### config.mk
export PLATFORM = sky130hd
export DESIGN_NAME = mdcd_decode
export DESIGN_NICKNAME = d
export VERILOG_FILES = /design/src/rtl/mdcd_pkg.sv /design/src/rtl/mdcd_decode.sv
export VERILOG_INCLUDE_DIRS = /design/src /design/src/rtl
export SDC_FILE = /design/constraint.sdc
export NUM_CORES = 1
export LEC_CHECK = 0
export ABC_AREA = 1
export BUFFER_PORTS_ARGS = -buffer_cell sky130_fd_sc_hd__buf_2
export CAP_MARGIN = 20
export CELL_PAD_IN_SITES_DETAIL_PLACEMENT = 1
export CELL_PAD_IN_SITES_GLOBAL_PLACEMENT = 2
export CORE_UTILIZATION = 25
export DETAILED_ROUTE_END_ITERATION = 16
export PLACE_DENSITY = 0.58
export SYNTH_ARGS = -nofsm -noshare
export SYNTH_HDL_FRONTEND = slang
export SYNTH_SLANG_ARGS = --single-unit
### constraint.sdc
create_clock -name clk_i -period 3.1 [get_ports clk_i]
set_clock_uncertainty 0.2 [all_clocks]
set_input_delay 0.62 -clock clk_i [delete_from_list [all_inputs] [get_ports clk_i]]
set_output_delay 0.62 -clock clk_i [all_outputs]
set_load 0.03 [all_outputs]
### src/rtl/mdcd_defs.svh
// Constants for the memory_to_stream descriptor control decoder.
`ifndef MDCD_DEFS_SVH
`define MDCD_DEFS_SVH
`define MDCD_LEN_MSB 22
`define MDCD_LEN_MAX_W 23
`define MDCD_EOP_BIT 26
`define MDCD_SOP_BIT 27
`define MDCD_USER_WORDS 5
`define MDCD_BEAT_BYTES 4
`define MDCD_ADR_CTRL 4'h0
`define MDCD_ADR_USER0 4'h1
`define MDCD_ADR_STAT 4'h6
`define MDCD_ADR_BEATS 4'h7
`define MDCD_CTRL_GO_BIT 0
`define MDCD_CTRL_CS_BIT 1
`endif

### src/rtl/mdcd_pkg.sv
// Types for the memory_to_stream descriptor control decoder.
package mdcd_pkg;
	typedef enum logic [1:0] {
		MDCD_IDLE = 2'b00,
		MDCD_USER = 2'b01,
		MDCD_DATA = 2'b11
	} mdcd_state_t;
endpackage

### src/rtl/mdcd_decode.sv
// Descriptor control word decoder with stream and control-stream outputs.
//
// The register addresses and register access over Wishbone were left to the implementer.
`timescale 1ns/1ps
`include "mdcd_defs.svh"
module mdcd_decode #(
	parameter int LEN_W = 23,
	parameter bit CS_BUILT = 1'b1
) (
	input wire logic clk_i,
	input wire logic rst_i,
	input wire logic wb_cyc_i,
	input wire logic wb_stb_i,
	input wire logic wb_we_i,
	input wire logic [5:2] wb_adr_i,
	input wire logic [3:0] wb_sel_i,
	input wire logic [31:0] wb_dat_i,
	output logic [31:0] wb_dat_o,
	output logic wb_ack_o,
	output logic [31:0] stream_data_o,
	output logic [3:0] stream_keep_o,
	output logic stream_valid_o,
	output logic stream_last_o,
	input wire logic stream_ready_i,
	output logic [31:0] ctl_data_o,
	output logic ctl_valid_o,
	output logic ctl_last_o,
	input wire logic ctl_ready_i
);
	import mdcd_pkg::*;

	// Register map, one 32-bit word per index on the bus.
	// Index 0 holds the descriptor control word as software built it.
	// Indices 1 to 5 hold the user words, user_word_first first.
	// Index 6 is status: a write of bit 0 starts the descriptor.
	// Reading index 6 gives the state, the control-stream build flag and framing.
	// Index 7 counts every data beat accepted since reset.
	// All other indices read zero and ignore writes.
	//
	// The block stands in for the descriptor fetch of a full engine.
	// Software loads one descriptor through the bus and then starts it.
	// A start request is ignored while a descriptor is still in flight.
	// This keeps the length and flags stable for the whole buffer.
	// The memory side is outside this block, so data is a pattern.
	// Only the control word fields decide what reaches the stream.

	// Stored control word of the current descriptor.
	logic [31:0] ctrl_word_q;
	// Five user words sent ahead of a start buffer.
	logic [31:0] user_q [`MDCD_USER_WORDS];
	// Start request, waiting for the sequencer to pick it up.
	logic go_q;
	// Sequencer state: idle, user words, or data beats.
	mdcd_state_t state_q;
	// Bytes of the buffer not yet sent on the data stream.
	logic [LEN_W-1:0] remain_q;
	// Index of the user word now offered on the control stream.
	logic [2:0] user_idx_q;
	// End flag of the running descriptor, frozen at its start.
	logic eop_q;
	// High between a start buffer and the end buffer of a packet.
	logic in_packet_q;
	// Count of accepted data beats, readable by software.
	logic [31:0] beats_q;
	// Counting pattern that fills the data beats.
	logic [31:0] seq_q;
	// Length taken from the configured low bits of the control word.
	logic [LEN_W-1:0] len_w;
	// A bus request that has not been answered yet.
	logic req_w;
	// The sequencer takes a start request in this cycle.
	logic start_w;

	// Apply byte enables to one stored word.
	function automatic logic [31:0] merge(input logic [31:0] old,
		input logic [31:0] nw, input logic [3:0] sel);
		logic [31:0] r;
		r = old;
		for (int b = 0; b < 4; b++) begin
			if (sel[b]) begin
				r[b*8 +: 8] = nw[b*8 +: 8];
			end
		end
		return r;
	endfunction

	// Length uses only the configured low bits of the field.
	// Upper length bits beyond the width are ignored, which saves logic.
	// Software must keep its buffers within the configured width.
	assign len_w = ctrl_word_q[LEN_W-1:0];
	// A request is taken once; the ack cycle itself is not a new one.
	// Without this term a held request would be answered twice.
	assign req_w = wb_cyc_i && wb_stb_i && !wb_ack_o;
	assign start_w = go_q && (state_q == MDCD_IDLE);

	// Bus ack one cycle after request, dropped the next cycle.
	// A fixed single wait state keeps the slave simple to model.
	always_ff @(posedge clk_i) begin
		if (rst_i) begin
			wb_ack_o <= 1'b0;
		end else begin
			wb_ack_o <= req_w;
		end
	end

	// Register writes; go self-clears when the engine picks it up.
	// A new go write in the pickup cycle wins over the clear.
	// Byte enables merge into the stored word, so partial writes work.
	always_ff @(posedge clk_i) begin
		if (rst_i) begin
			ctrl_word_q <= 32'h0;
			go_q <= 1'b0;
			for (int i = 0; i < `MDCD_USER_WORDS; i++) begin
				user_q[i] <= 32'h0;
			end
		end else begin
			if (start_w) begin
				go_q <= 1'b0;
			end
			if (req_w && wb_we_i) begin
				if (wb_adr_i == `MDCD_ADR_CTRL) begin
					ctrl_word_q <= merge(ctrl_word_q, wb_dat_i, wb_sel_i);
				end
				if (wb_adr_i == `MDCD_ADR_STAT && wb_sel_i[0] &&
					wb_dat_i[`MDCD_CTRL_GO_BIT] && state_q == MDCD_IDLE) begin
					go_q <= 1'b1;
				end
				for (int i = 0; i < `MDCD_USER_WORDS; i++) begin
					if (CS_BUILT && wb_adr_i == 4'(i + 1)) begin
						user_q[i] <= merge(user_q[i], wb_dat_i, wb_sel_i);
					end
				end
			end
		end
	end

	// Read data; unmapped offsets read zero. Status shows busy state.
	// Read data is registered and stands in the ack cycle.
	// Without the control stream the user words read zero.
	always_ff @(posedge clk_i) begin
		if (rst_i) begin
			wb_dat_o <= 32'h0;
		end else if (req_w) begin
			wb_dat_o <= 32'h0;
			if (wb_adr_i == `MDCD_ADR_CTRL) begin
				wb_dat_o <= ctrl_word_q;
			end else if (wb_adr_i == `MDCD_ADR_STAT) begin
				wb_dat_o <= {28'h0, in_packet_q, CS_BUILT, state_q};
			end else if (wb_adr_i == `MDCD_ADR_BEATS) begin
				wb_dat_o <= beats_q;
			end else if (CS_BUILT && wb_adr_i >= `MDCD_ADR_USER0 &&
				wb_adr_i < `MDCD_ADR_STAT) begin
				wb_dat_o <= user_q[3'(wb_adr_i - `MDCD_ADR_USER0)];
			end
		end
	end

	// Descriptor sequencer: user words of a start buffer, then the data.
	// The end flag is latched at start so later writes cannot cut a
	// packet short while its buffer is still being sent.
	// A zero-length buffer without user words goes straight back idle.
	always_ff @(posedge clk_i) begin
		if (rst_i) begin
			state_q <= MDCD_IDLE;
			remain_q <= '0;
			user_idx_q <= 3'h0;
			eop_q <= 1'b0;
		end else begin
			unique case (state_q)
				MDCD_IDLE: begin
					if (start_w) begin
						remain_q <= len_w;
						eop_q <= ctrl_word_q[`MDCD_EOP_BIT];
						user_idx_q <= 3'h0;
						// Only start buffers carry user words out.
						if (CS_BUILT && ctrl_word_q[`MDCD_SOP_BIT]) begin
							state_q <= MDCD_USER;
						end else if (len_w != '0) begin
							state_q <= MDCD_DATA;
						end
					end
				end
				MDCD_USER: begin
					if (ctl_valid_o && ctl_ready_i) begin
						user_idx_q <= user_idx_q + 3'h1;
						if (ctl_last_o) begin
							state_q <= (remain_q != '0) ? MDCD_DATA : MDCD_IDLE;
						end
					end
				end
				MDCD_DATA: begin
					if (stream_valid_o && stream_ready_i) begin
						if (remain_q <= LEN_W'(`MDCD_BEAT_BYTES)) begin
							remain_q <= '0;
							state_q <= MDCD_IDLE;
						end else begin
							remain_q <= remain_q - LEN_W'(`MDCD_BEAT_BYTES);
						end
					end
				end
				default: state_q <= MDCD_IDLE;
			endcase
		end
	end

	// Packet framing: start flag opens, end flag closes the packet.
	// A buffer with neither flag leaves the framing as it was.
	// Software owns the flags; this block only follows them.
	always_ff @(posedge clk_i) begin
		if (rst_i) begin
			in_packet_q <= 1'b0;
		end else if (start_w) begin
			if (ctrl_word_q[`MDCD_SOP_BIT]) begin
				in_packet_q <= !ctrl_word_q[`MDCD_EOP_BIT];
			end else if (ctrl_word_q[`MDCD_EOP_BIT]) begin
				in_packet_q <= 1'b0;
			end
		end
	end

	// Control stream output holds user words while offered.
	// The next word is looked up one step ahead so that the stream
	// can move one word per cycle when the sink is always ready.
	// Last marks the fifth word, after which the offer stops.
	always_ff @(posedge clk_i) begin
		if (rst_i) begin
			ctl_valid_o <= 1'b0;
			ctl_last_o <= 1'b0;
			ctl_data_o <= 32'h0;
		end else if (state_q == MDCD_USER &&
			!(ctl_valid_o && ctl_ready_i && ctl_last_o)) begin
			if (!ctl_valid_o || ctl_ready_i) begin
				logic [2:0] nx;
				nx = ctl_valid_o ? user_idx_q + 3'h1 : user_idx_q;
				ctl_valid_o <= 1'b1;
				ctl_data_o <= user_q[nx];
				ctl_last_o <= (nx == 3'(`MDCD_USER_WORDS - 1));
			end
		end else begin
			ctl_valid_o <= 1'b0;
			ctl_last_o <= 1'b0;
		end
	end

	// Data beats carry a counting pattern in place of memory reads.
	// Each beat carries four bytes; the final one may carry fewer.
	// Keep shows the valid low bytes of that final beat.
	// Last is only raised on the final beat of an end buffer.
	// A stalled beat holds its data, keep and last unchanged.
	always_ff @(posedge clk_i) begin
		if (rst_i) begin
			stream_valid_o <= 1'b0;
			stream_last_o <= 1'b0;
			stream_keep_o <= 4'h0;
			stream_data_o <= 32'h0;
			seq_q <= 32'h0;
			beats_q <= 32'h0;
		end else if (state_q == MDCD_DATA) begin
			logic [LEN_W-1:0] r;
			logic fire;
			fire = stream_valid_o && stream_ready_i;
			r = fire ? remain_q - LEN_W'(`MDCD_BEAT_BYTES) : remain_q;
			if (fire) begin
				beats_q <= beats_q + 32'h1;
				seq_q <= seq_q + 32'h1;
			end
			if (fire && remain_q <= LEN_W'(`MDCD_BEAT_BYTES)) begin
				stream_valid_o <= 1'b0;
				stream_last_o <= 1'b0;
			end else if (!stream_valid_o || fire) begin
				stream_valid_o <= 1'b1;
				stream_data_o <= fire ? seq_q + 32'h1 : seq_q;
				if (r <= LEN_W'(`MDCD_BEAT_BYTES)) begin
					stream_keep_o <= r == LEN_W'(1) ? 4'h1 :
						r == LEN_W'(2) ? 4'h3 : r == LEN_W'(3) ? 4'h7 : 4'hf;
					stream_last_o <= eop_q;
				end else begin
					stream_keep_o <= 4'hf;
					stream_last_o <= 1'b0;
				end
			end
		end else begin
			stream_valid_o <= 1'b0;
			stream_last_o <= 1'b0;
		end
	end
endmodule

## Word-level counts from Yosys, hierarchy flattened

Memories as Yosys holds them, arrays and structs flattened. A register that Yosys moved wholly into a read port is not among the register bits.
Index checks and enable logic that the tools add are counted.

- Add/sub/neg operators: 5
- $lt $le $gt $ge: 4
- Equality and inequality tests: 39
- Muxes and demuxes: 155
- Bitwise operators: 23
- Reductions and logical operators: 61

Operators by type and width:

| operator | count |
|---|---|
| 8-bit two-way mux | 100 |
| 32-bit two-way mux | 5 |
| 23-bit two-way mux | 4 |
| 4-bit inequality test (second input constant) | 20 |
| 32-bit by 1-bit adder with 32-bit output (second input constant) | 2 |
| 2-bit AND reduction | 24 |
| 23-bit by 2-bit == test with 1-bit output (second input constant) | 2 |
| 23-bit by 3-bit <= comparator with 1-bit output (second input constant) | 2 |
| 23-bit case mux with 2 select lines | 1 |
| 23-bit nonzero test | 2 |
| 1-bit two-way mux | 28 |
| 23-bit by 1-bit == test with 1-bit output (second input constant) | 1 |
| 23-bit by 3-bit subtractor with 23-bit output (second input constant) | 1 |
| 3-bit AND reduction | 7 |
| 1-bit bitwise OR | 20 |
| 4-bit by 3-bit == test with 1-bit output (second input constant) | 4 |
| 2-bit two-way mux | 8 |
| 4-bit two-way mux | 4 |
| 1-bit logical AND | 13 |
| 2-bit inequality test (second input constant) | 5 |
| 3-bit two-way mux | 3 |
| 4-bit by 2-bit == test with 1-bit output (second input constant) | 2 |
| 2-bit case mux with 3 select lines | 1 |
| 3-bit case mux with 2 select lines | 1 |
| 18 further kinds | 27 |

- Register bits: 200
- Memory bits (writable): 160
- Word-level logic and storage cells: 308
- Memories: 1

Memory list:

| name | words | bits a word | read ports | clocked after memory_dff | wr ports | line | text |
|---|---|---|---|---|---|---|---|
| user_q | 5 | 32 | 2 | 1 | 5 | mdcd_decode.sv:50 | `` logic [31:0] user_q [`MDCD_USER_WORDS]; `` |

## Logic depth before layout (Yosys ltp)

Gate-level depths: netlist of the first run.

- Depth in word-level cells: 8
- Depth in mapped cells: 16
- Gate-level depth less buffers: 16

## Worst setup path after synthesis of the first run

OpenSTA, ideal clock, no wires.

- Kind: input -> register
- From: in wb_adr_i[2] in the netlist's numbering
- To: mem user_q[3][24], enable pin
- Data arrival time: 2.302 ns
- Required time: 2.516 ns
- Path slack: 0.214 ns
- Stages: 8
- Cell sequence: inv_1 clkbuf_1 buf_1 ha_1 inv_1 nor2_1 nand2_1 o21ai_0

RTL lines:

| element | line | text |
|---|---|---|
| from (decl) | mdcd_decode.sv:15 | `input wire logic [5:2] wb_adr_i,` |
| to (decl) | mdcd_decode.sv:50 |  |

## Final worst setup path of the first run

- From: reg remain_q[2]
- To: reg stream_keep_o[3]

- Longest elaborated chain between the ends: 7

Ends and longest elaborated chain:

| element | line | text |
|---|---|---|
| from (decl) | mdcd_decode.sv:56 | `logic [LEN_W-1:0] remain_q;` |
| from (signal assigned) | mdcd_decode.sv:172 | `remain_q <= len_w;` |
| from (signal assigned) | mdcd_decode.sv:197 | `` remain_q <= remain_q - LEN_W'(`MDCD_BEAT_BYTES); `` |
| parallel branches: the longest is 7 deep, another holds 23-bit by 3-bit subtractor with 23-bit output | - |  |
| to (signal assigned) | mdcd_decode.sv:274 | `stream_keep_o <= r == LEN_W'(1) ? 4'h1 :` |
| to (decl) | mdcd_decode.sv:21 | `output logic [3:0] stream_keep_o,` |

Several ways; the timed one is not identified.
A chain may end at the register's enable or synchronous reset.

==> impl_metrics.py, run 1 <==
metrics = {
    "timing": {
        "maxSlewViolCount": 0,
        "rsz0062_at_grt": "false",
        "fin_crit_ns": 2.75,
        "hold_violations": 0,
        "setup_violations": 0,
        "worstMarginPinSlew_ns": 0.717,
        "period_share": 0.888,
        "slew-limit-headroom": 0.522,
        "max_freq_mhz": 363,
        "tns_ns": 0,
    },
    "floorplanning": {
        "rows": 100,
        "die_width_um": 277,
        "initial_core_util": 0.253,
        "io_pins": 152,
        "core_area_sq_mm": 0.0746,
        "dieArea_sq_mm": 0.0767,
        "die_y_um": 277,
    },
    "detailed_routing": {
        "drt_iter0_markers": 989,
        "routedWlPerCell_um": 21.9,
        "firstDrtPassIters": 5,
        "vias_per_cell": 4.91,
        "drt-total-wl_mm": 78.6,
        "drcViolationCount": 0,
        "postRouteAntennaNets": 0,
        "dr_total_vias": 17600,
    },
    "clocking": {
        "root_buffer": "clkbuf_16",
        "cts_tree": "built",
        "clockBufferDepth": 3,
        "cts.repair.resized": 0,
        "cts_hold_repair.buffers": 0,
        "numCtsBuffers": 49,
        "clk_pin_slew_ns": 0.06,
        "post-cts-setup-buffers": 0,
        "cts_sinks": 392,
        "worstSkewPairLatency_ns": 0.61,
        "h-tree-depth": 2,
    },
    "logic_synthesis": {
        "synth_nets": 2495,
        "ys_types": 50,
        "yosys_register_bits": 392,
        "ys.warnings.count": 0,
        "async_reset_ff_frac": 0,
        "yosys_most_used_dff": "dfxtp_1",
        "synth-edff-count": 160,
        "ys_seq_area_frac": 0.500,
        "avgSynthCellArea_sq_um": 7.75,
        "syn_area_sq_mm": 0.0189,
        "synth_cells": 2438,
    },
    "global_routing": {
        "antenna_found_initial": 4,
        "grt_usage": 0.203,
        "grt_pass1_wl_mm": 118,
        "grt_pass1_vias": 18200,
        "grt-ovfl-total": 0,
        "grt_start_max_net_pins": 86,
    },
    "placed_design": {
        "dp.cells": 3498,
        "hpwl_mm": 56.5,
        "place.gp.congestion": 0.834,
        "numPortBuffers": 151,
    },
    "worst_setup_path": {
        "critPathLaunch": "remain_q[2]$_SDFFE_PP0P_",
        "crit_type": "reg -> reg",
        "cp_max_fo": 7,
        "slowest_stage": "nor2_1",
        "arrival_ns": 3.03,
        "crit_top_cell": "nand2_1",
        "slowest_delay_ns": 0.47,
        "cp.buffers_inverters": 2,
        "worstReg2RegStart": "remain_q[2]$_SDFFE_PP0P_",
        "cp_top_family": "simple AND/OR/NAND/NOR gates",
        "crit_required_ns": 3.38,
        "critPathLaunchType": "flip-flop",
        "cp_cell_sequence": "inv_1 > ha_1 > nand2_1 > nor2_1 > nand2_1 > nand2_1 > nand2_1 > inv_1 > nand2_1 > nor2_1 > nand2_1 > nand2_1 > nand3_1 > nor2_1 > nor2_1",
        "end_kind": "flip-flop",
    },
    "power_and_ir_drop": {
        "p_seq_frac": 0.369,
        "comb_power_share": 0.288,
        "p_switching_mw": 6.29,
        "power.share.clock": 0.343,
        "switching_share": 0.367,
        "power_density_mw_per_mm2": 754,
        "ir_drop_uv": 338,
        "cell_internal_pwr_mw": 10.9,
        "p_leak_nw": 9.30,
    },
    "layout": {
        "final_nets": 2637,
        "mostFrequentLayoutCells": "507 x nand2_1, 331 x o21ai_0, 298 x nor2_1",
        "multi_input_area_sq_mm": 0.00811,
        "finalNonFillerCells": 3584,
        "post-route-util": 0.305,
        "layout-drive-gt1-share": 0.129,
        "area_growth_syn_to_layout_pct": 20.2,
        "layout_commonest_cell": "nand2_1",
        "ff_latch_area_sq_mm": 0.00945,
        "diodes": 0,
        "fillers": 8924,
    },
    "outcome": {
        "outcome": "finished, final reports clean",
    },
    "worst_hold_path": {
        "hp-start": "wb_dat_i[24]",
        "hold_class": "in -> reg",
    },
    "job": {
        "cap_violations": 0,
    },
}
==> sequential cells by signal, indices dropped and copies added, names as in the netlist, named ones only <==
signal          cells
user_q            160
beats_q            32
ctl_data_o         32
ctrl_word_q        32
seq_q              32
stream_data_o      32
wb_dat_o           32
remain_q           23
stream_keep_o       4
user_idx_q          3
state_q             2
ctl_last_o          1
ctl_valid_o         1
eop_q               1
in_packet_q         1
stream_last_o       1
stream_valid_o      1
wb_ack_o            1
==> path summary, 6_finish.rpt <==
kind,end,slack [ns],cells past startpoint
worst max-delay path,stream_keep_o[3]$_SDFFE_PP0P_,0.35,15
worst min-delay path,ctrl_word_q[24]$_SDFFE_PP0P_,0.12,3
worst max register to register,stream_keep_o[3]$_SDFFE_PP0P_,0.35,15
worst min register to register,beats_q[30]$_SDFFE_PP0P_,0.26,1
==> worst reg2reg max path, stage by stage (launching register included) <==
cell     delay, ns
dfxtp_1       0.34
inv_1         0.17
ha_1          0.28
nand2_1       0.22
nor2_1        0.48
nand2_1       0.12
nand2_1       0.08
nand2_1       0.07
inv_1         0.05
nand2_1       0.05
nor2_1        0.11
nand2_1       0.06
nand2_1       0.14
nand3_1       0.11
nor2_1        0.11
nor2_1        0.04
==> metal layers <==
| layer | global-route usage | vias to the layer above | wire (um) |
|---|---|---|---|
| met5 | 0 | - | 0 |
| met2 | 0.339 | 337 | 36900 |
| met3 | 0.0256 | 109 | 2800 |
| li1 | - | 8519 | - |
| met4 | 0.0585 | 0 | 1910 |
| met1 | 0.274 | 8636 | 36900 |
==> final cells by class <==
class                           instances  share of cell area
Clock buffer                           74              0.0643
Clock inverter                         12             0.00859
Inverter                              227              0.0377
Multi-Input combinational cell       1686               0.357
Sequential cell                       392               0.416
Tap cell                              969              0.0534
Timing Repair Buffer                  224              0.0634
==> power groups by stage <==
stage / clock network (mW) / logic, mW / registers, mW
finish: 5.88 / 4.93 / 6.33
global route: 6.27 / 5.54 / 6.40
CTS: 6.07 / 5.01 / 6.34
detailed placement: 0 / 4.99 / 6.44
global placement: 0 / 4.95 / 6.44
floorplan: 0 / 2.80 / 6.77
==> cell usage after synthesis (all sizes together) (3+ instances only) <==
library cell / instances / area share
dfxtp: 232 / 0.25
inv: 224 / 0.044
nand2: 510 / 0.10
nand4: 30 / 0.0099
nand3: 117 / 0.032
xor2: 35 / 0.016
nand3b: 3 / 0.0012
edfxtp: 160 / 0.25
a21oi: 116 / 0.031
buf: 21 / 0.0050
clkinv: 3 / 0.00066
xnor2: 4 / 0.0019
o22ai: 58 / 0.019
a21boi: 3 / 0.0012
o221a: 3 / 0.0018
o21a: 5 / 0.0020
nor3: 36 / 0.011
or2: 4 / 0.0013
o21ai: 334 / 0.088
clkbuf: 112 / 0.022
nor4: 9 / 0.0040
a31oi: 83 / 0.027
o211ai: 4 / 0.0016
ha: 10 / 0.0066
nor2: 308 / 0.064
==> cell families after synthesis <==
group	synth area share
AO/OA/AOI/OAI	0.176
XOR/XNOR	0.0181
adder cells (fa/ha/maj)	0.00662
buffers and inverters	0.0725
flip-flops	0.500
AND/OR/NAND/NOR	0.227
==> stage by stage <==
step           hold WS [ns]  total power, mW  setup slack (ns)  area (sq um)
6_report              0.122             17.1             0.348         22700
5_1_grt               0.120             18.2            0.0196         22700
4_1_cts              0.0844             17.4             0.300         22700
3_5_place_dp          0.243             11.4            0.0550         21100
3_3_place_gp          0.243             11.4            0.0810         21100
2_1_floorplan         0.226             9.57             0.214         18900
Note: power is estimated with default switching activity, not from simulation.
==> run 2: changes to the inputs <==
--- a/config.mk
+++ b/config.mk
@@ -6,14 +6,14 @@
 export SDC_FILE = /design/constraint.sdc
 export NUM_CORES = 1
 export LEC_CHECK = 0
-export ABC_AREA = 1
 export BUFFER_PORTS_ARGS = -buffer_cell sky130_fd_sc_hd__buf_2
 export CAP_MARGIN = 20
 export CELL_PAD_IN_SITES_DETAIL_PLACEMENT = 1
 export CELL_PAD_IN_SITES_GLOBAL_PLACEMENT = 2
+export CORE_MARGIN = 4
 export CORE_UTILIZATION = 25
 export DETAILED_ROUTE_END_ITERATION = 16
-export PLACE_DENSITY = 0.58
+export PLACE_DENSITY = 0.56
 export SYNTH_ARGS = -nofsm -noshare
 export SYNTH_HDL_FRONTEND = slang
 export SYNTH_SLANG_ARGS = --single-unit
==> constraint.sdc (replaced) <==
create_clock -name clk_i -period 2.26 [get_ports clk_i]
set_clock_uncertainty 0.2 [all_clocks]
set_input_delay 0.452 -clock clk_i [delete_from_list [all_inputs] [get_ports clk_i]]
set_output_delay 0.452 -clock clk_i [all_outputs]
set_load 0.03 [all_outputs]
==> impl_metrics.py, run 2 <==
metrics = {
    "outcome": {
        "outcome": "finished with violations",
        "violations": "setup timing",
    },
    "logic_synthesis": {
        "ys_types": 62,
        "synth_cells": 1764,
        "avgSynthCellArea_sq_um": 10.3,
        "async_reset_ff_frac": 0,
        "ys.warnings.count": 0,
        "yosys.area.top_type": "edfxtp_1",
        "yosys_most_used_dff": "dfxtp_1",
        "yosys_register_bits": 392,
        "synth.area.top_cells": "edfxtp_1 27%, dfxtp_1 26%, mux4_2 8.0%",
        "synth-edff-count": 160,
        "synth_nets": 1821,
        "ys_seq_area_frac": 0.522,
        "synth_top_area_frac": 0.266,
        "syn_area_sq_mm": 0.0181,
        "yosysMostFrequentCell": "dfxtp_1",
        "yosys-top-cells-count": "232 x dfxtp_1, 227 x nor2_1, 169 x nand2_1, 160 x edfxtp_1, 155 x a21oi_1",
    },
    "timing": {
        "hold_violations": 0,
        "max_freq_mhz": 402,
        "setup_slack_ns": -0.227,
        "fin_crit_ns": 2.49,
        "setup_violations": 247,
        "maxSlewViolCount": 0,
        "worstMarginPinSlew_ns": 0.576,
        "slew-limit-headroom": 0.616,
        "period_share": 1.10,
        "rsz0062_at_grt": "true",
    },
    "global_routing": {
        "grt_pass1_wl_mm": 108,
        "grt_pass1_vias": 16900,
        "grt_start_max_net_pins": 81,
        "grt_usage": 0.182,
        "grt-ovfl-total": 0,
        "antenna_found_initial": 2,
    },
    "layout": {
        "regMostFlops": "user_q",
        "final_nets": 2308,
        "post-route-util": 0.371,
        "fillers": 7957,
        "area_growth_syn_to_layout_pct": 46.9,
        "ff_latch_area_sq_mm": 0.00947,
        "layout_commonest_cell": "buf_4",
        "finalNonFillerCells": 3243,
        "final_area_sq_mm": 0.0266,
        "multi_input_area_sq_mm": 0.00931,
        "mostFrequentLayoutCells": "288 x buf_4, 216 x dfxtp_1, 189 x nor2_1",
        "layout-drive-gt1-share": 0.391,
        "largest_reg_flops": 160,
    },
    "worst_setup_path": {
        "cp_max_fo": 4,
        "worst-r2r-cell-count": 9,
        "critPathLaunchType": "flip-flop",
        "end_kind": "flip-flop",
        "crit_type": "reg -> reg",
        "r2r_slack_ns": -0.23,
        "crit_required_ns": 2.52,
        "worstReg2RegStart": "remain_q[2]$_SDFFE_PP0P_",
        "r2r_end": "stream_keep_o[1]$_SDFFE_PP0P_",
        "arrival_ns": 2.74,
    },
    "floorplanning": {
        "core_area_sq_mm": 0.0716,
        "rows": 98,
        "die_y_um": 277,
        "io_pins": 152,
        "die_width_um": 277,
        "dieArea_sq_mm": 0.0767,
        "initial_core_util": 0.253,
    },
    "detailed_routing": {
        "postRouteAntennaNets": 0,
        "routedWlPerCell_um": 22.0,
        "drt-total-wl_mm": 71.4,
        "drcViolationCount": 0,
        "firstDrtPassIters": 5,
        "dr_total_vias": 15800,
        "vias_per_cell": 4.86,
        "drt_iter0_markers": 818,
    },
    "power_and_ir_drop": {
        "ir_drop_uv": 515,
        "p_leak_nw": 10.4,
        "power_density_mw_per_mm2": 641,
        "p_total_mw": 17.0,
    },
    "worst_hold_path": {
        "hold_path_end": "ctrl_word_q[10]$_SDFFE_PP0P_",
        "hold_class": "in -> reg",
        "hp-start": "wb_dat_i[10]",
        "hold-path-cell-count": 3,
    },
    "clocking": {
        "numCtsBuffers": 48,
        "clk_pin_slew_ns": 0.06,
        "cts_tree": "built",
        "root_buffer": "clkbuf_16",
        "cts_sinks": 392,
        "clockBufferDepth": 3,
        "worstSkewPairLatency_ns": 0.62,
        "h-tree-depth": 2,
    },
    "placed_design": {
        "place_area_sq_mm": 0.0228,
        "place.gp.congestion": 0.798,
        "dp_slack_ns": -0.602,
        "hpwl_mm": 50.6,
        "numPortBuffers": 151,
        "dp.cells": 3073,
    },
    "job": {
        "cap_violations": 0,
    },
}
==> run 2: cells by family after synthesis <==
| kind of cell | after synthesis | share of synthesized area |
|---|---|---|
| buffers and inverters | 134 | 0.0313 |
| muxes | 102 | 0.101 |
| and+or+nand+nor | 640 | 0.166 |
| DFF | 392 | 0.522 |
| AOI/OAI and AO/OA | 393 | 0.128 |
| adders and majority gates | 10 | 0.00692 |
| xor gates and xnor gates | 93 | 0.0450 |
==> run 2: routing by layer <==
| metal | routed length, um | vias up | global-route usage |
|---|---|---|---|
| li1 | - | 7387 | - |
| met1 | 33300 | 7988 | 0.252 |
| met2 | 33600 | 304 | 0.301 |
| met3 | 2880 | 84 | 0.0257 |
| met4 | 1620 | 2 | 0.0430 |
| met5 | 7 | - | 0 |
==> run 2: worst max-delay path, stage by stage (launching register included) <==
cell	delay, ns
dfxtp_4	0.35
inv_4	0.06
ha_4	0.12
nor3b_4	0.23
and4_4	0.30
xnor2_2	0.11
nand3_1	0.09
o41a_1	0.43
and4bb_4	0.37
a41oi_2	0.10
==> run 2: report_power, final <==
part	internal (mW)	switching, mW
Sequential	7.51	0.0971
Clock	4.75	3.26
Combinational	0.621	0.778
Total	12.9	4.14
==> run 2: layout make-up <==
type	count	area share
sequential	392	0.357
multi-input combinational	1238	0.350
timing repair buffer	555	0.182
clock buffer	74	0.0555
tap	950	0.0447
clock inverter	16	0.00768
inverter	16	0.00235
antenna	2	0.000188
==> run 2: worst max path at each step <==
stage,start,endpoint,slack (ns),cells after the start
final,remain_q[2]$_SDFFE_PP0P_,stream_keep_o[1]$_SDFFE_PP0P_,-0.23,9
after global routing,remain_q[3]$_SDFFE_PP0P_,stream_keep_o[1]$_SDFFE_PP0P_,-0.37,9
after CTS,remain_q[2]$_SDFFE_PP0P_,stream_keep_o[1]$_SDFFE_PP0P_,-0.24,9
after detailed placement,wb_cyc_i,user_q[0][0]$_DFFE_PP_,-0.60,9
after global placement,wb_cyc_i,user_q[1][0]$_DFFE_PP_,-0.58,9
after floorplan,wb_cyc_i,user_q[0][10]$_DFFE_PP_,-0.18,9
==> run 2: timing repair <==
action | CTS | global route
setup endpoints to repair | 396 | 327
hold buffers | 29 | 0
pin swaps | 60 | 47
setup buffers | 31 | 15
gates cloned | 13 | 0
gates resized for setup | 193 | 78
hold endpoints to repair | 54 | 0
==> run 2: per-stage QoR <==
step | setup TNS [ns] | hold slack (ns)
finish | -14.14 | 0.0231
global route | -32.62 | 0.00410
CTS | -12.74 | 0.00352
detailed placement | -182.10 | 0.254
floorplan | -30.75 | 0.237
global placement | -175.09 | 0.252
==> run 3: changes to the inputs <==
--- a/config.mk
+++ b/config.mk
@@ -13,7 +13,7 @@
 export CORE_MARGIN = 4
 export CORE_UTILIZATION = 25
 export DETAILED_ROUTE_END_ITERATION = 16
-export PLACE_DENSITY = 0.56
+export PLACE_DENSITY = 0.54
 export SYNTH_ARGS = -nofsm -noshare
 export SYNTH_HDL_FRONTEND = slang
 export SYNTH_SLANG_ARGS = --single-unit
==> constraint.sdc (replaced) <==
create_clock -name clk_i -period 3.12 [get_ports clk_i]
set_clock_uncertainty 0.2 [all_clocks]
set_input_delay 0.624 -clock clk_i [delete_from_list [all_inputs] [get_ports clk_i]]
set_output_delay 0.624 -clock clk_i [all_outputs]
set_load 0.03 [all_outputs]
==> impl_metrics.py, run 3 (same netlist as run 2, synthesis figures left out) <==
metrics = {
    "outcome": {
        "outcome": "finished, final reports clean",
    },
    "timing": {
        "holdWs_ns": 0.112,
        "setup_slack_ns": 0.250,
        "worstMarginPinSlew_ns": 0.866,
        "fin_crit_ns": 2.87,
        "slew-limit-headroom": 0.423,
        "setup_violations": 0,
        "period_share": 0.920,
        "tns_ns": 0,
        "max_freq_mhz": 348,
        "rsz0062_at_grt": "false",
        "maxSlewViolCount": 0,
        "hold_violations": 0,
    },
    "layout": {
        "fillers": 8067,
        "layout-drive-gt1-share": 0.210,
        "regMostFlops": "user_q",
        "largest_reg_flops": 160,
        "area_growth_syn_to_layout_pct": 24.4,
        "final_nets": 2006,
        "mostFrequentLayoutCells": "232 x dfxtp_1, 225 x nor2_1, 169 x nand2_1",
        "post-route-util": 0.314,
        "layout_commonest_cell": "dfxtp_1",
    },
    "global_routing": {
        "grt_usage": 0.168,
        "grt_pass1_wl_mm": 99.1,
        "grt_pass1_vias": 15000,
        "grt_start_max_net_pins": 177,
        "antenna_found_initial": 3,
        "grt-ovfl-total": 0,
    },
    "clocking": {
        "numCtsBuffers": 49,
        "post-cts-setup-buffers": 0,
        "worstSkewPairLatency_ns": 0.60,
        "h-tree-depth": 2,
        "cts_hold_repair.buffers": 0,
        "clockBufferDepth": 3,
        "clk_pin_slew_ns": 0.06,
        "cts_tree": "built",
        "root_buffer": "clkbuf_16",
        "cts.repair.resized": 0,
        "cts_sinks": 392,
    },
    "power_and_ir_drop": {
        "ir_drop_uv": 421,
        "p_leak_nw": 8.40,
        "comb_power_share": 0.068,
        "power.share.clock": 0.483,
        "cell_internal_pwr_mw": 9.38,
        "switching_share": 0.237,
        "p_seq_frac": 0.449,
        "p_switching_mw": 2.91,
        "power_density_mw_per_mm2": 546,
    },
    "worst_hold_path": {
        "hold_class": "in -> reg",
        "hold_path_end": "ctrl_word_q[25]$_SDFFE_PP0P_",
        "hold-path-cell-count": 3,
        "hp-start": "wb_dat_i[25]",
    },
    "worst_setup_path": {
        "end_kind": "flip-flop",
        "r2r_end": "stream_keep_o[1]$_SDFFE_PP0P_",
        "worst-r2r-cell-count": 10,
        "crit_type": "reg -> reg",
        "cp_max_fo": 4,
        "arrival_ns": 3.12,
        "critPathLaunchType": "flip-flop",
        "r2r_slack_ns": 0.25,
        "worstReg2RegStart": "remain_q[3]$_SDFFE_PP0P_",
        "crit_required_ns": 3.37,
    },
    "floorplanning": {
        "die_y_um": 277,
        "rows": 98,
        "dieArea_sq_mm": 0.0767,
        "initial_core_util": 0.253,
        "die_width_um": 277,
        "core_area_sq_mm": 0.0716,
        "io_pins": 152,
    },
    "detailed_routing": {
        "vias_per_cell": 4.85,
        "wl_met3_mm": 2.77,
        "top_layer": "met5",
        "met1_length_mm": 30.4,
        "routedWlPerCell_um": 22.4,
        "wl_met2_mm": 31.3,
        "drt-total-wl_mm": 65.9,
        "postRouteAntennaNets": 0,
        "drt_iter0_markers": 961,
        "dr_total_vias": 14300,
        "firstDrtPassIters": 4,
        "drcViolationCount": 0,
    },
    "placed_design": {
        "place.gp.congestion": 0.752,
        "dp_slack_ns": 0.0241,
        "numPortBuffers": 151,
        "hpwl_mm": 47.3,
    },
    "job": {
        "cap_violations": 0,
    },
}
[run 3: stage by stage]
step                      total power, mW  std cells  cell area (sq um)
after global routing                 12.8       2939              22500
after global placement               6.47       2848              20800
final                                12.3       2941              22500
after CTS                            12.5       2939              22500
after floorplan                      6.03       1764              18100
after detailed placement             6.48       2848              20800
[run 3: final cells by class]
| type | count | area [sq um] | area share |
|---|---|---|---|
| repair buffers | 252 | 1940 | 0.0860 |
| inverters | 16 | 60.1 | 0.00267 |
| clock inverters | 15 | 210 | 0.00934 |
| clock buffers | 76 | 1490 | 0.0662 |
| diodes | 2 | 5.00 | 0.000222 |
| flip-flops and latches | 392 | 9450 | 0.420 |
| well taps | 950 | 1190 | 0.0528 |
| multi-input cells | 1238 | 8160 | 0.363 |
[run 3: power groups by stage]
stage / Combinational [mW] / Sequential (mW) / Clock (mW)
6_report: 0.837 / 5.52 / 5.93
2_1_floorplan: 0.394 / 5.64 / 0
4_1_cts: 0.858 / 5.52 / 6.13
5_1_grt: 0.906 / 5.53 / 6.36
3_3_place_gp: 0.852 / 5.62 / 0
3_5_place_dp: 0.855 / 5.63 / 0
[run 3: routing by layer]
layer / up-vias / track usage
met4: 4 / 0.0405
met3: 77 / 0.0281
met1: 7101 / 0.230
li1: 6788 / -
met2: 289 / 0.278
met5: - / 0
[run 3: worst max-delay path by stage]
stage	cells after the start	start	to
2_1_floorplan	12	wb_adr_i[2]	wb_dat_o[1]$_SDFFE_PP0P_
3_3_place_gp	11	wb_adr_i[2]	wb_dat_o[17]$_SDFFE_PP0P_
3_5_place_dp	10	wb_cyc_i	user_q[4][13]$_DFFE_PP_
4_1_cts	7	remain_q[12]$_SDFFE_PP0P_	remain_q[17]$_SDFFE_PP0P_
5_1_grt	10	remain_q[3]$_SDFFE_PP0P_	stream_keep_o[1]$_SDFFE_PP0P_
6_report	10	remain_q[3]$_SDFFE_PP0P_	stream_keep_o[1]$_SDFFE_PP0P_
[run 3: worst max-delay path, stage by stage, from the launching register on]
cell,delay [ns]
dfxtp_1,0.34
inv_1,0.13
ha_1,0.17
nor3b_1,0.19
buf_4,0.17
and4_1,0.31
nand3_1,0.12
xnor2_1,0.16
o41a_1,0.42
and4bb_2,0.40
a41oi_1,0.13
